==> src/isr_pkg.sv <==
/*
 * Shared constants and types of the instrument status reporting block:
 * summary byte layout, event bit layout, reset values, command codes.
 * Assumes one system clock and a parser that issues one command at a time.
 */
`default_nettype none

package isr_pkg;

   // Widths
   localparam int STB_W = 8;
   localparam int STD_W = 8;
   localparam int QUESTIONABLE_SUMMARY_W = 16;
   localparam int DATA_W = 16;
   localparam int ERR_W = 16;
   localparam int ERR_DEPTH_DEF = 20;

   // Summary byte bit positions
   localparam int STB_QUESTIONABLE_SUMMARY_BIT = 3;
   localparam int STB_MAV_BIT = 4;
   localparam int STB_ESB_BIT = 5;
   localparam int STB_RQS_BIT = 6;
   localparam logic [STB_W-1:0] STB_RQS_MASK = 8'h40;

   // Standard event bits; bits 1 and 6 always read zero
   localparam int STD_OPC_BIT = 0;
   localparam int STD_PON_BIT = 7;
   localparam logic [STD_W-1:0] STD_EVT_MASK = 8'hBD;

   // Questionable event bits
   localparam int QB_VOLT = 0;
   localparam int QB_CURR = 1;
   localparam int QB_FAN = 4;
   localparam int QB_OVP = 9;
   localparam logic [QUESTIONABLE_SUMMARY_W-1:0] QUESTIONABLE_SUMMARY_EVT_MASK = 16'h0213;

   // Regulation and fault pins
   localparam int PIN_N = 4;
   localparam int PIN_CC = 0;
   localparam int PIN_CV = 1;
   localparam int PIN_FAN = 2;
   localparam int PIN_OVP = 3;

   // Reset values
   localparam logic [STD_W-1:0] STD_EV_RST = 8'h00;
   localparam logic [QUESTIONABLE_SUMMARY_W-1:0] QUESTIONABLE_SUMMARY_EV_RST = 16'h0000;
   localparam logic [STD_W-1:0] ESE_RST = 8'h00;
   localparam logic [STB_W-1:0] SRE_RST = 8'h00;
   localparam logic [QUESTIONABLE_SUMMARY_W-1:0] QEN_RST = 16'h0000;
   localparam logic PSC_RST = 1'b1;

   // Fixed replies
   localparam logic [DATA_W-1:0] ERR_NONE = 16'h0000;
   localparam logic [DATA_W-1:0] OPC_Q_REPLY = 16'h0001;

   typedef enum logic [3:0] {
      CMD_CLS = 4'h0,
      CMD_ESE_WR = 4'h1,
      CMD_ESE_RD = 4'h2,
      CMD_ESR_RD = 4'h3,
      CMD_OPC = 4'h4,
      CMD_OPC_Q = 4'h5,
      CMD_PSC_WR = 4'h6,
      CMD_PSC_RD = 4'h7,
      CMD_SRE_WR = 4'h8,
      CMD_SRE_RD = 4'h9,
      CMD_STB_RD = 4'hA,
      CMD_QEN_WR = 4'hB,
      CMD_QEN_RD = 4'hC,
      CMD_QEV_RD = 4'hD,
      CMD_QCOND_RD = 4'hE,
      CMD_ERR_RD = 4'hF
   } isr_cmd_t;

   typedef enum logic [1:0] {
      ST_BOOT = 2'b01,
      ST_RUN = 2'b10
   } isr_state_t;

endpackage : isr_pkg

`default_nettype wire

==> src/isr_err_fifo.sv <==
/*
 * Error queue: first in, first out, oldest entry at the head.
 * Assumes the producer holds push_valid until push_ready; a pop on an
 * empty queue is ignored.
 */
`timescale 1ns/100ps
`default_nettype none

module isr_err_fifo #(
   parameter int W = 16,
   parameter int DEPTH = 20
) (
   // Clock and reset
   input wire logic clock,
   input wire logic resetn,
   // Fill side
   input wire logic push_valid,
   input wire logic [W-1:0] push_data,
   output logic push_ready,
   // Drain side
   input wire logic pop,
   output logic [W-1:0] pop_data,
   output logic empty
);
   localparam int AW = $clog2(DEPTH);
   localparam int CW = $clog2(DEPTH + 1);

   logic [W-1:0] mem_q [DEPTH];
   logic [AW-1:0] rd_q;
   logic [AW-1:0] wr_q;
   logic [CW-1:0] cnt_q;
   logic push_ok;
   logic pop_ok;

   assign empty = (cnt_q == '0);
   assign push_ready = (cnt_q != CW'(DEPTH));
   assign push_ok = push_valid & push_ready;
   assign pop_ok = pop & ~empty;
   assign pop_data = mem_q[rd_q];

   always_ff @(posedge clock) begin
      if (push_ok) begin
         mem_q[wr_q] <= push_data;
      end
   end

   always_ff @(posedge clock or negedge resetn) begin
      if (!resetn) begin
         wr_q <= '0;
         rd_q <= '0;
      end else begin
         if (push_ok) begin
            wr_q <= (wr_q == AW'(DEPTH - 1)) ? '0 : wr_q + AW'(1);
         end
         if (pop_ok) begin
            rd_q <= (rd_q == AW'(DEPTH - 1)) ? '0 : rd_q + AW'(1);
         end
      end
   end

   always_ff @(posedge clock or negedge resetn) begin
      if (!resetn) begin
         cnt_q <= '0;
      end else if (push_ok && !pop_ok) begin
         cnt_q <= cnt_q + CW'(1);
      end else if (pop_ok && !push_ok) begin
         cnt_q <= cnt_q - CW'(1);
      end
   end

endmodule : isr_err_fifo

`default_nettype wire

==> src/isr_status.sv <==
/*
 * Status reporting of an instrument remote interface: standard and
 * questionable event groups, summary byte, service request, serial poll,
 * common status commands and the error queue.
 * Assumes a parser on the same clock issuing decoded commands in order,
 * an output buffer that reports pending and full levels, and a store
 * that keeps the power-on clear setting and the two masks over power-off.
 */
`timescale 1ns/100ps
`default_nettype none

module isr_status
   import isr_pkg::*;
#(
   parameter int ERR_DEPTH = ERR_DEPTH_DEF
) (
   // Clock and power-on reset
   input wire logic clock,
   input wire logic resetn,
   // Settings kept across power-off
   input wire logic psc_nv,
   input wire logic [STD_W-1:0] ese_nv,
   input wire logic [STB_W-1:0] sre_nv,
   output logic psc_save,
   output logic [STD_W-1:0] ese_save,
   output logic [STB_W-1:0] sre_save,
   // Decoded commands and their replies
   input wire logic cmd_valid,
   input wire isr_cmd_t cmd_code,
   input wire logic [DATA_W-1:0] cmd_data,
   output logic cmd_ready,
   output logic rsp_valid,
   output logic [DATA_W-1:0] rsp_data,
   // Output buffer state
   input wire logic outbuf_pending,
   input wire logic outbuf_full,
   // Event and error sources
   input wire logic [STD_W-1:0] std_event,
   input wire logic err_valid,
   input wire logic [ERR_W-1:0] err_code,
   output logic err_ready,
   output logic error_active,
   // Regulation and fault pins
   input wire logic [PIN_N-1:0] pin_in,
   // Serial poll and service request
   input wire logic poll_req,
   output logic poll_ack,
   output logic [STB_W-1:0] poll_byte,
   output logic srq
);

   isr_state_t state_q;
   logic booting;
   logic [PIN_N-1:0] pin_q;
   logic [STD_W-1:0] std_ev_q;
   logic [QUESTIONABLE_SUMMARY_W-1:0] questionable_summary_ev_q;
   logic [STD_W-1:0] ese_q;
   logic [STB_W-1:0] sre_q;
   logic [QUESTIONABLE_SUMMARY_W-1:0] qen_q;
   logic psc_q;
   logic rqs_q;
   logic req_prev_q;
   logic [STB_W-1:0] stb;
   logic req_now;
   logic rd_clr;
   logic take;
   logic do_cls;
   logic do_esr_rd;
   logic do_qev_rd;
   logic do_opc;
   logic [STD_W-1:0] std_set;
   logic [QUESTIONABLE_SUMMARY_W-1:0] questionable_summary_set;
   logic [1:0] cond;
   logic [DATA_W-1:0] rsp_d;
   logic rsp_v_d;
   logic rsp_valid_q;
   logic [DATA_W-1:0] rsp_data_q;
   logic poll_ack_q;
   logic [STB_W-1:0] poll_byte_q;
   logic fifo_empty;
   logic [ERR_W-1:0] fifo_data;
   logic fifo_pop;

   // Power-up sequence: one cycle to restore settings, then run
   always_ff @(posedge clock or negedge resetn) begin
      if (!resetn) begin
         state_q <= ST_BOOT;
      end else begin
         case (state_q)
            ST_BOOT: state_q <= ST_RUN;
            ST_RUN: state_q <= ST_RUN;
            default: state_q <= ST_BOOT;
         endcase
      end
   end

   assign booting = (state_q == ST_BOOT);

   // Three-stage pin synchronisers; a level counts once stages 2 and 3 agree
   genvar g;
   generate
      for (g = 0; g < PIN_N; g++) begin : g_sync
         logic s1_q;
         logic s2_q;
         logic s3_q;
         logic f_q;
         always_ff @(posedge clock or negedge resetn) begin
            if (!resetn) begin
               s1_q <= 1'b0;
               s2_q <= 1'b0;
               s3_q <= 1'b0;
               f_q <= 1'b0;
            end else begin
               s1_q <= pin_in[g];
               s2_q <= s1_q;
               s3_q <= s2_q;
               if (s2_q == s3_q) begin
                  f_q <= s3_q;
               end
            end
         end
         assign pin_q[g] = f_q;
      end
   endgenerate

   // Command decode; stalled while the output buffer is full
   assign cmd_ready = ~booting & ~outbuf_full;
   assign take = cmd_valid & cmd_ready;
   assign do_cls = take & (cmd_code == CMD_CLS);
   assign do_esr_rd = take & (cmd_code == CMD_ESR_RD);
   assign do_qev_rd = take & (cmd_code == CMD_QEV_RD);
   assign do_opc = take & (cmd_code == CMD_OPC);

   // Unlatched condition: bit 0 constant current, bit 1 constant voltage
   assign cond = {pin_q[PIN_CV], pin_q[PIN_CC]};

   // New event bits this cycle
   always_comb begin
      std_set = std_event;
      std_set[STD_OPC_BIT] = do_opc;
      std_set[STD_PON_BIT] = booting;
      std_set = std_set & STD_EVT_MASK;
      questionable_summary_set = '0;
      questionable_summary_set[QB_VOLT] = pin_q[PIN_CC];
      questionable_summary_set[QB_CURR] = pin_q[PIN_CV];
      questionable_summary_set[QB_FAN] = pin_q[PIN_FAN];
      questionable_summary_set[QB_OVP] = pin_q[PIN_OVP];
      questionable_summary_set = questionable_summary_set & QUESTIONABLE_SUMMARY_EVT_MASK;
   end

   // Standard event register: sticky, a new event wins over the clear
   always_ff @(posedge clock or negedge resetn) begin
      if (!resetn) begin
         std_ev_q <= STD_EV_RST;
      end else begin
         std_ev_q <= ((do_cls | do_esr_rd) ? '0 : std_ev_q) | std_set;
      end
   end

   // Questionable event register: sticky, read returns then clears
   always_ff @(posedge clock or negedge resetn) begin
      if (!resetn) begin
         questionable_summary_ev_q <= QUESTIONABLE_SUMMARY_EV_RST;
      end else begin
         questionable_summary_ev_q <= ((do_cls | do_qev_rd) ? '0 : questionable_summary_ev_q) | questionable_summary_set;
      end
   end

   // Enable masks and power-on clear setting; clear status leaves them
   always_ff @(posedge clock or negedge resetn) begin
      if (!resetn) begin
         ese_q <= ESE_RST;
         sre_q <= SRE_RST;
         psc_q <= PSC_RST;
      end else if (booting) begin
         psc_q <= psc_nv;
         ese_q <= psc_nv ? ESE_RST : ese_nv;
         sre_q <= psc_nv ? SRE_RST : (sre_nv & ~STB_RQS_MASK);
      end else if (take) begin
         case (cmd_code)
            CMD_ESE_WR: ese_q <= cmd_data[STD_W-1:0];
            CMD_SRE_WR: sre_q <= cmd_data[STB_W-1:0] & ~STB_RQS_MASK;
            CMD_PSC_WR: psc_q <= cmd_data[0];
            default: ;
         endcase
      end
   end

   always_ff @(posedge clock or negedge resetn) begin
      if (!resetn) begin
         qen_q <= QEN_RST;
      end else if (take && cmd_code == CMD_QEN_WR) begin
         qen_q <= cmd_data;
      end
   end

   // Summary byte, formed from live registers so clears show at once
   always_comb begin
      stb = '0;
      stb[STB_QUESTIONABLE_SUMMARY_BIT] = |(questionable_summary_ev_q & qen_q);
      stb[STB_MAV_BIT] = outbuf_pending;
      stb[STB_ESB_BIT] = |(std_ev_q & ese_q);
      stb[STB_RQS_BIT] = rqs_q;
   end

   assign req_now = |(stb & sre_q & ~STB_RQS_MASK);

   // Reading the register behind an enabled summary bit drops the request
   assign rd_clr = (do_esr_rd & stb[STB_ESB_BIT] & sre_q[STB_ESB_BIT])
                 | (do_qev_rd & stb[STB_QUESTIONABLE_SUMMARY_BIT] & sre_q[STB_QUESTIONABLE_SUMMARY_BIT]);

   // Request-service bit: set on a rising enabled summary, set wins
   always_ff @(posedge clock or negedge resetn) begin
      if (!resetn) begin
         rqs_q <= 1'b0;
         req_prev_q <= 1'b0;
      end else begin
         req_prev_q <= req_now;
         if (req_now && !req_prev_q) begin
            rqs_q <= 1'b1;
         end else if (poll_req || do_cls || rd_clr) begin
            rqs_q <= 1'b0;
         end
      end
   end

   assign srq = rqs_q;

   // Serial poll answered outside the command stream
   always_ff @(posedge clock or negedge resetn) begin
      if (!resetn) begin
         poll_ack_q <= 1'b0;
         poll_byte_q <= '0;
      end else begin
         poll_ack_q <= poll_req;
         if (poll_req) begin
            poll_byte_q <= stb;
         end
      end
   end

   // Error queue
   assign fifo_pop = take & (cmd_code == CMD_ERR_RD);

   isr_err_fifo #(
      .W(ERR_W),
      .DEPTH(ERR_DEPTH)
   ) u_err_fifo (
      .clock(clock),
      .resetn(resetn),
      .push_valid(err_valid),
      .push_data(err_code),
      .push_ready(err_ready),
      .pop(fifo_pop),
      .pop_data(fifo_data),
      .empty(fifo_empty)
   );

   assign error_active = ~fifo_empty;

   // Query replies, in command order
   always_comb begin
      rsp_d = '0;
      rsp_v_d = 1'b1;
      case (cmd_code)
         CMD_ESE_RD: rsp_d[STD_W-1:0] = ese_q;
         CMD_ESR_RD: rsp_d[STD_W-1:0] = std_ev_q;
         CMD_OPC_Q: rsp_d = OPC_Q_REPLY;
         CMD_PSC_RD: rsp_d[0] = psc_q;
         CMD_SRE_RD: rsp_d[STB_W-1:0] = sre_q;
         CMD_STB_RD: rsp_d[STB_W-1:0] = stb;
         CMD_QEN_RD: rsp_d = qen_q;
         CMD_QEV_RD: rsp_d = questionable_summary_ev_q;
         CMD_QCOND_RD: rsp_d[1:0] = cond;
         CMD_ERR_RD: rsp_d = fifo_empty ? ERR_NONE : fifo_data;
         default: rsp_v_d = 1'b0;
      endcase
   end

   always_ff @(posedge clock or negedge resetn) begin
      if (!resetn) begin
         rsp_valid_q <= 1'b0;
         rsp_data_q <= '0;
      end else begin
         rsp_valid_q <= take & rsp_v_d;
         if (take && rsp_v_d) begin
            rsp_data_q <= rsp_d;
         end
      end
   end

   assign rsp_valid = rsp_valid_q;
   assign rsp_data = rsp_data_q;
   assign poll_ack = poll_ack_q;
   assign poll_byte = poll_byte_q;
   assign psc_save = psc_q;
   assign ese_save = ese_q;
   assign sre_save = sre_q;

endmodule : isr_status

`default_nettype wire

==> config.mk <==
export PLATFORM = sky130hd
export DESIGN_NAME = isr_status
export DESIGN_NICKNAME = d
export VERILOG_FILES = /design/src/isr_pkg.sv /design/src/isr_err_fifo.sv /design/src/isr_status.sv
export SDC_FILE = /design/constraint.sdc
export NUM_CORES = 1
export LEC_CHECK = 0
export BUFFER_PORTS_ARGS = -buffer_cell sky130_fd_sc_hd__buf_4
export CAP_MARGIN = 10
export CORE_ASPECT_RATIO = 1.75
export CORE_UTILIZATION = 40
export DETAILED_ROUTE_END_ITERATION = 8
export PLACE_DENSITY = 0.56
export SYNTH_ARGS = -nofsm -noshare
export SYNTH_HDL_FRONTEND = slang
export SYNTH_SLANG_ARGS = --single-unit
==> constraint.sdc <==
create_clock -name clock -period 4.3 [get_ports clock]
set_clock_uncertainty 0.15 [all_clocks]
set_input_delay 0.43 -clock clock [delete_from_list [all_inputs] [get_ports clock]]
set_output_delay 0.43 -clock clock [all_outputs]
set_load 0.005 [all_outputs]
==> flow_summary.json <==
{
  "synth.distinct_cells": 64,
  "overflow": 0,
  "p_total_mw": 10.1,
  "rsz0062_at_grt": "no",
  "antenna_found_initial": 0,
  "num_antenna_cells": 0,
  "grt_pass1_vias": 10200,
  "place.gp.congestion": 0.854,
  "tightest_slew_ns": 1.18,
  "cts_buffers": 38,
  "tns_ns": 0,
  "syn_inst": 1040,
  "nets": 1283,
  "clkTransAtPathRegs_ns": 0.07,
  "cp_common_cell": "ha_1",
  "status": "completed",
  "hold_viol": 0,
  "p_leak_nw": 7.17,
  "slowest_delay_ns": 0.60,
  "drv_slew": 0,
  "ir_worst_vdd_mv": 0.308,
  "period_share_pct": 79.3,
  "die_y_um": 276,
  "nFillCells": 3635,
  "dp_hpwl_mm": 28.4,
  "synth_area_leaders": "edfxtp_1 (56%), dfrtp_1 (14%), mux4_2 (8.0%), mux2i_1 (2.7%), a22oi_1 (1.8%)",
  "dp.cells": 1695,
  "finish.utilization_pct": 47.6,
  "synth_area_mm2": 0.0171,
  "cts_buffer_depth": 3,
  "cts_resized": 0,
  "dr_wl_met3_mm": 1.49,
  "cp-start-kind": "register",
  "vias": 9769,
  "yosysMostFrequentCell": "edfxtp_1",
  "fin_crit_ns": 3.41,
  "io_buffers": 108,
  "crit_type": "reg2reg",
  "cpLargestDelayFamily": "adder cells",
  "finalWirelength_mm": 42.7,
  "ys.flop_type": "edfxtp_1",
  "critPathArrivalTime_ns": 3.66,
  "ys_seq_elements": 419,
  "synthArstFlopShare_pct": 23.6,
  "clock.fmax_mhz": 293,
  "drv_cap": 0,
  "core_area_mm2": 0.0424,
  "wl_met2_mm": 23.9,
  "cts.htree.levels": 2,
  "drive_above_1_share_pct": 24.6,
  "yosysSeqAreaShare_pct": 70.5,
  "crit_fanout": 11,
  "vias_per_cell": 5.46,
  "synth_top_cell_by_area": "edfxtp_1",
  "setup_violations": 0,
  "cp_num_buf_inv": 2,
  "path_cells": "ha_1 -> or3b_1 -> a211oi_1 -> inv_1 -> ha_1 -> inv_1 -> ha_1 -> a21o_1 -> a21oi_1 -> xnor2_1 -> nor2_1 -> xor2_1",
  "required_ns": 4.56,
  "grt.total_usage_pct": 19.9,
  "synth_top_area_share_pct": 56.1,
  "yosys_warnings": 0,
  "die_area_mm2": 0.0437,
  "cts_tree": "built",
  "synth_commonest_cells": "edfxtp_1 (320), dfrtp_1 (97), mux4_2 (61)",
  "end_kind": "register",
  "avgSynthCellArea_um2": 16.5,
  "num_rows": 100,
  "top_layer": "met4",
  "p_per_area_mw_per_mm2": 502,
  "root_buffer": "clkbuf_16",
  "start_util_pct": 40.4,
  "die-width_um": 158,
  "fin_hold_ws_ns": 0.0151,
  "drc": 0,
  "grt_max_degree": 71,
  "m1WireLength_mm": 15.8,
  "grt_pass1_wl_mm": 62.5,
  "avgRoutedWirePerCell_um": 23.9,
  "postRouteAntennaNets": 0,
  "slowest_stage": "or3b_1",
  "hold_path_class": "in2reg",
  "layout.cells.non_filler": 1789,
  "clock_latency_ns": 0.54,
  "area_growth_pct": 17.8,
  "drt-initial-drc-count": 762,
  "ios": 119,
  "cts.sinks": 419,
  "drt-pass1-iter-count": 6,
  "synth-edff-count": 320,
  "max_slew_margin_pct": 21.0
}
per-layer routing:
metal	GRT usage, %	vias up
li1	-	4393
met1	21.5	5043
met2	38.5	249
met3	2.54	84
met4	7.74	0
met5	0	-
worst register-to-register path: stages, from the launching register on:
cell	delay, ns
dfstp_2	0.37
ha_1	0.21
or3b_1	0.60
a211oi_1	0.39
inv_1	0.18
ha_1	0.26
inv_1	0.14
ha_1	0.29
a21o_1	0.19
a21oi_1	0.16
xnor2_1	0.13
nor2_1	0.07
xor2_1	0.14
area by class of cell:
class	count	area (um^2)	share of cell area, %
flip-flops and latches	419	12100	59.9
multi-input cells	551	4710	23.3
repair buffers	174	1400	6.91
clock buffers	51	1090	5.39
well taps	561	702	3.48
clock inverters	17	145	0.719
inverters	16	60.1	0.297
cell families (layout without fill, tap and decap cells):
kind of cell	after synthesis	count (layout)	synth area share (%)
XOR/XNOR	7	7	0.358
other	1	5	0.0219
adder cells (fa/ha/maj)	15	15	1.08
AO/OA/AOI/OAI	198	198	7.97
AND/OR/NAND/NOR	195	195	5.53
multiplexers	131	131	12.4
buffers and inverters	74	258	2.17
flip-flops	419	419	70.5
sequential cells by signal, indices dropped and copies added (netlist names), 5 cells and up:
signal	count
std_ev_q	6
qen_q	16
u_err_fifo.cnt_q	5
sre_save	7
ese_save	8
rsp_data	16
u_err_fifo.rd_q	5
u_err_fifo.wr_q	5
u_err_fifo.mem_q	320
final timing paths:
| check | cells past startpoint | endpoint | slack (ns) | start |
|---|---|---|---|---|
| min | 2 | qen_q[1] | 0.02 | cmd_data[1] |
| max reg2reg | 12 | u_err_fifo.cnt_q[4] | 0.89 | state_q[0] |
| max in group asynchronous | 3 | g_sync[1].s3_q | 2.59 | resetn |
| min in group asynchronous | 2 | sre_save[2] | 0.44 | resetn |
| max | 12 | u_err_fifo.cnt_q[4] | 0.89 | state_q[0] |
| min reg2reg | 0 | g_sync[1].s2_q | 0.20 | g_sync[1].s1_q |
cells in the final DEF (no fill, tap or decap), types with 10 or more instances in the layout:
cell	netlist	routed
edfxtp_1	320	320
buf_4	9	146
dfrtp_1	97	95
mux4_2	61	61
nand2_1	57	57
nor2_1	51	47
mux2i_1	47	47
a22oi_1	41	41
clkbuf_16	0	41
a21oi_1	40	40
o21ai_0	33	33
dlygate4sd3_1	0	26
mux2_2	22	22
nor2b_1	21	21
a21o_1	20	20
nand3_1	19	19
inv_1	15	15
nor3_1	10	10
ha_1	10	10
report_power, final:
group / switching, mW / internal, mW / total, mW
combinational: 0.910 / 0.857 / 1.77
clock: 1.46 / 1.91 / 3.37
sequential: 0.280 / 4.73 / 5.01
repair_timing:
action                                 in CTS  in global routing
hold buffers                               26                  0
buffers inserted                            0                  0
endpoints found under the hold margin      92                  0
stage by stage:
step	setup WS, ns	instance area, um^2
2_1_floorplan	1.17	17200
3_3_place_gp	0.942	18700
3_5_place_dp	0.921	18700
4_1_cts	0.895	20200
5_1_grt	0.731	20200
6_report	0.892	20200
Power figures use the tool's default switching activity.
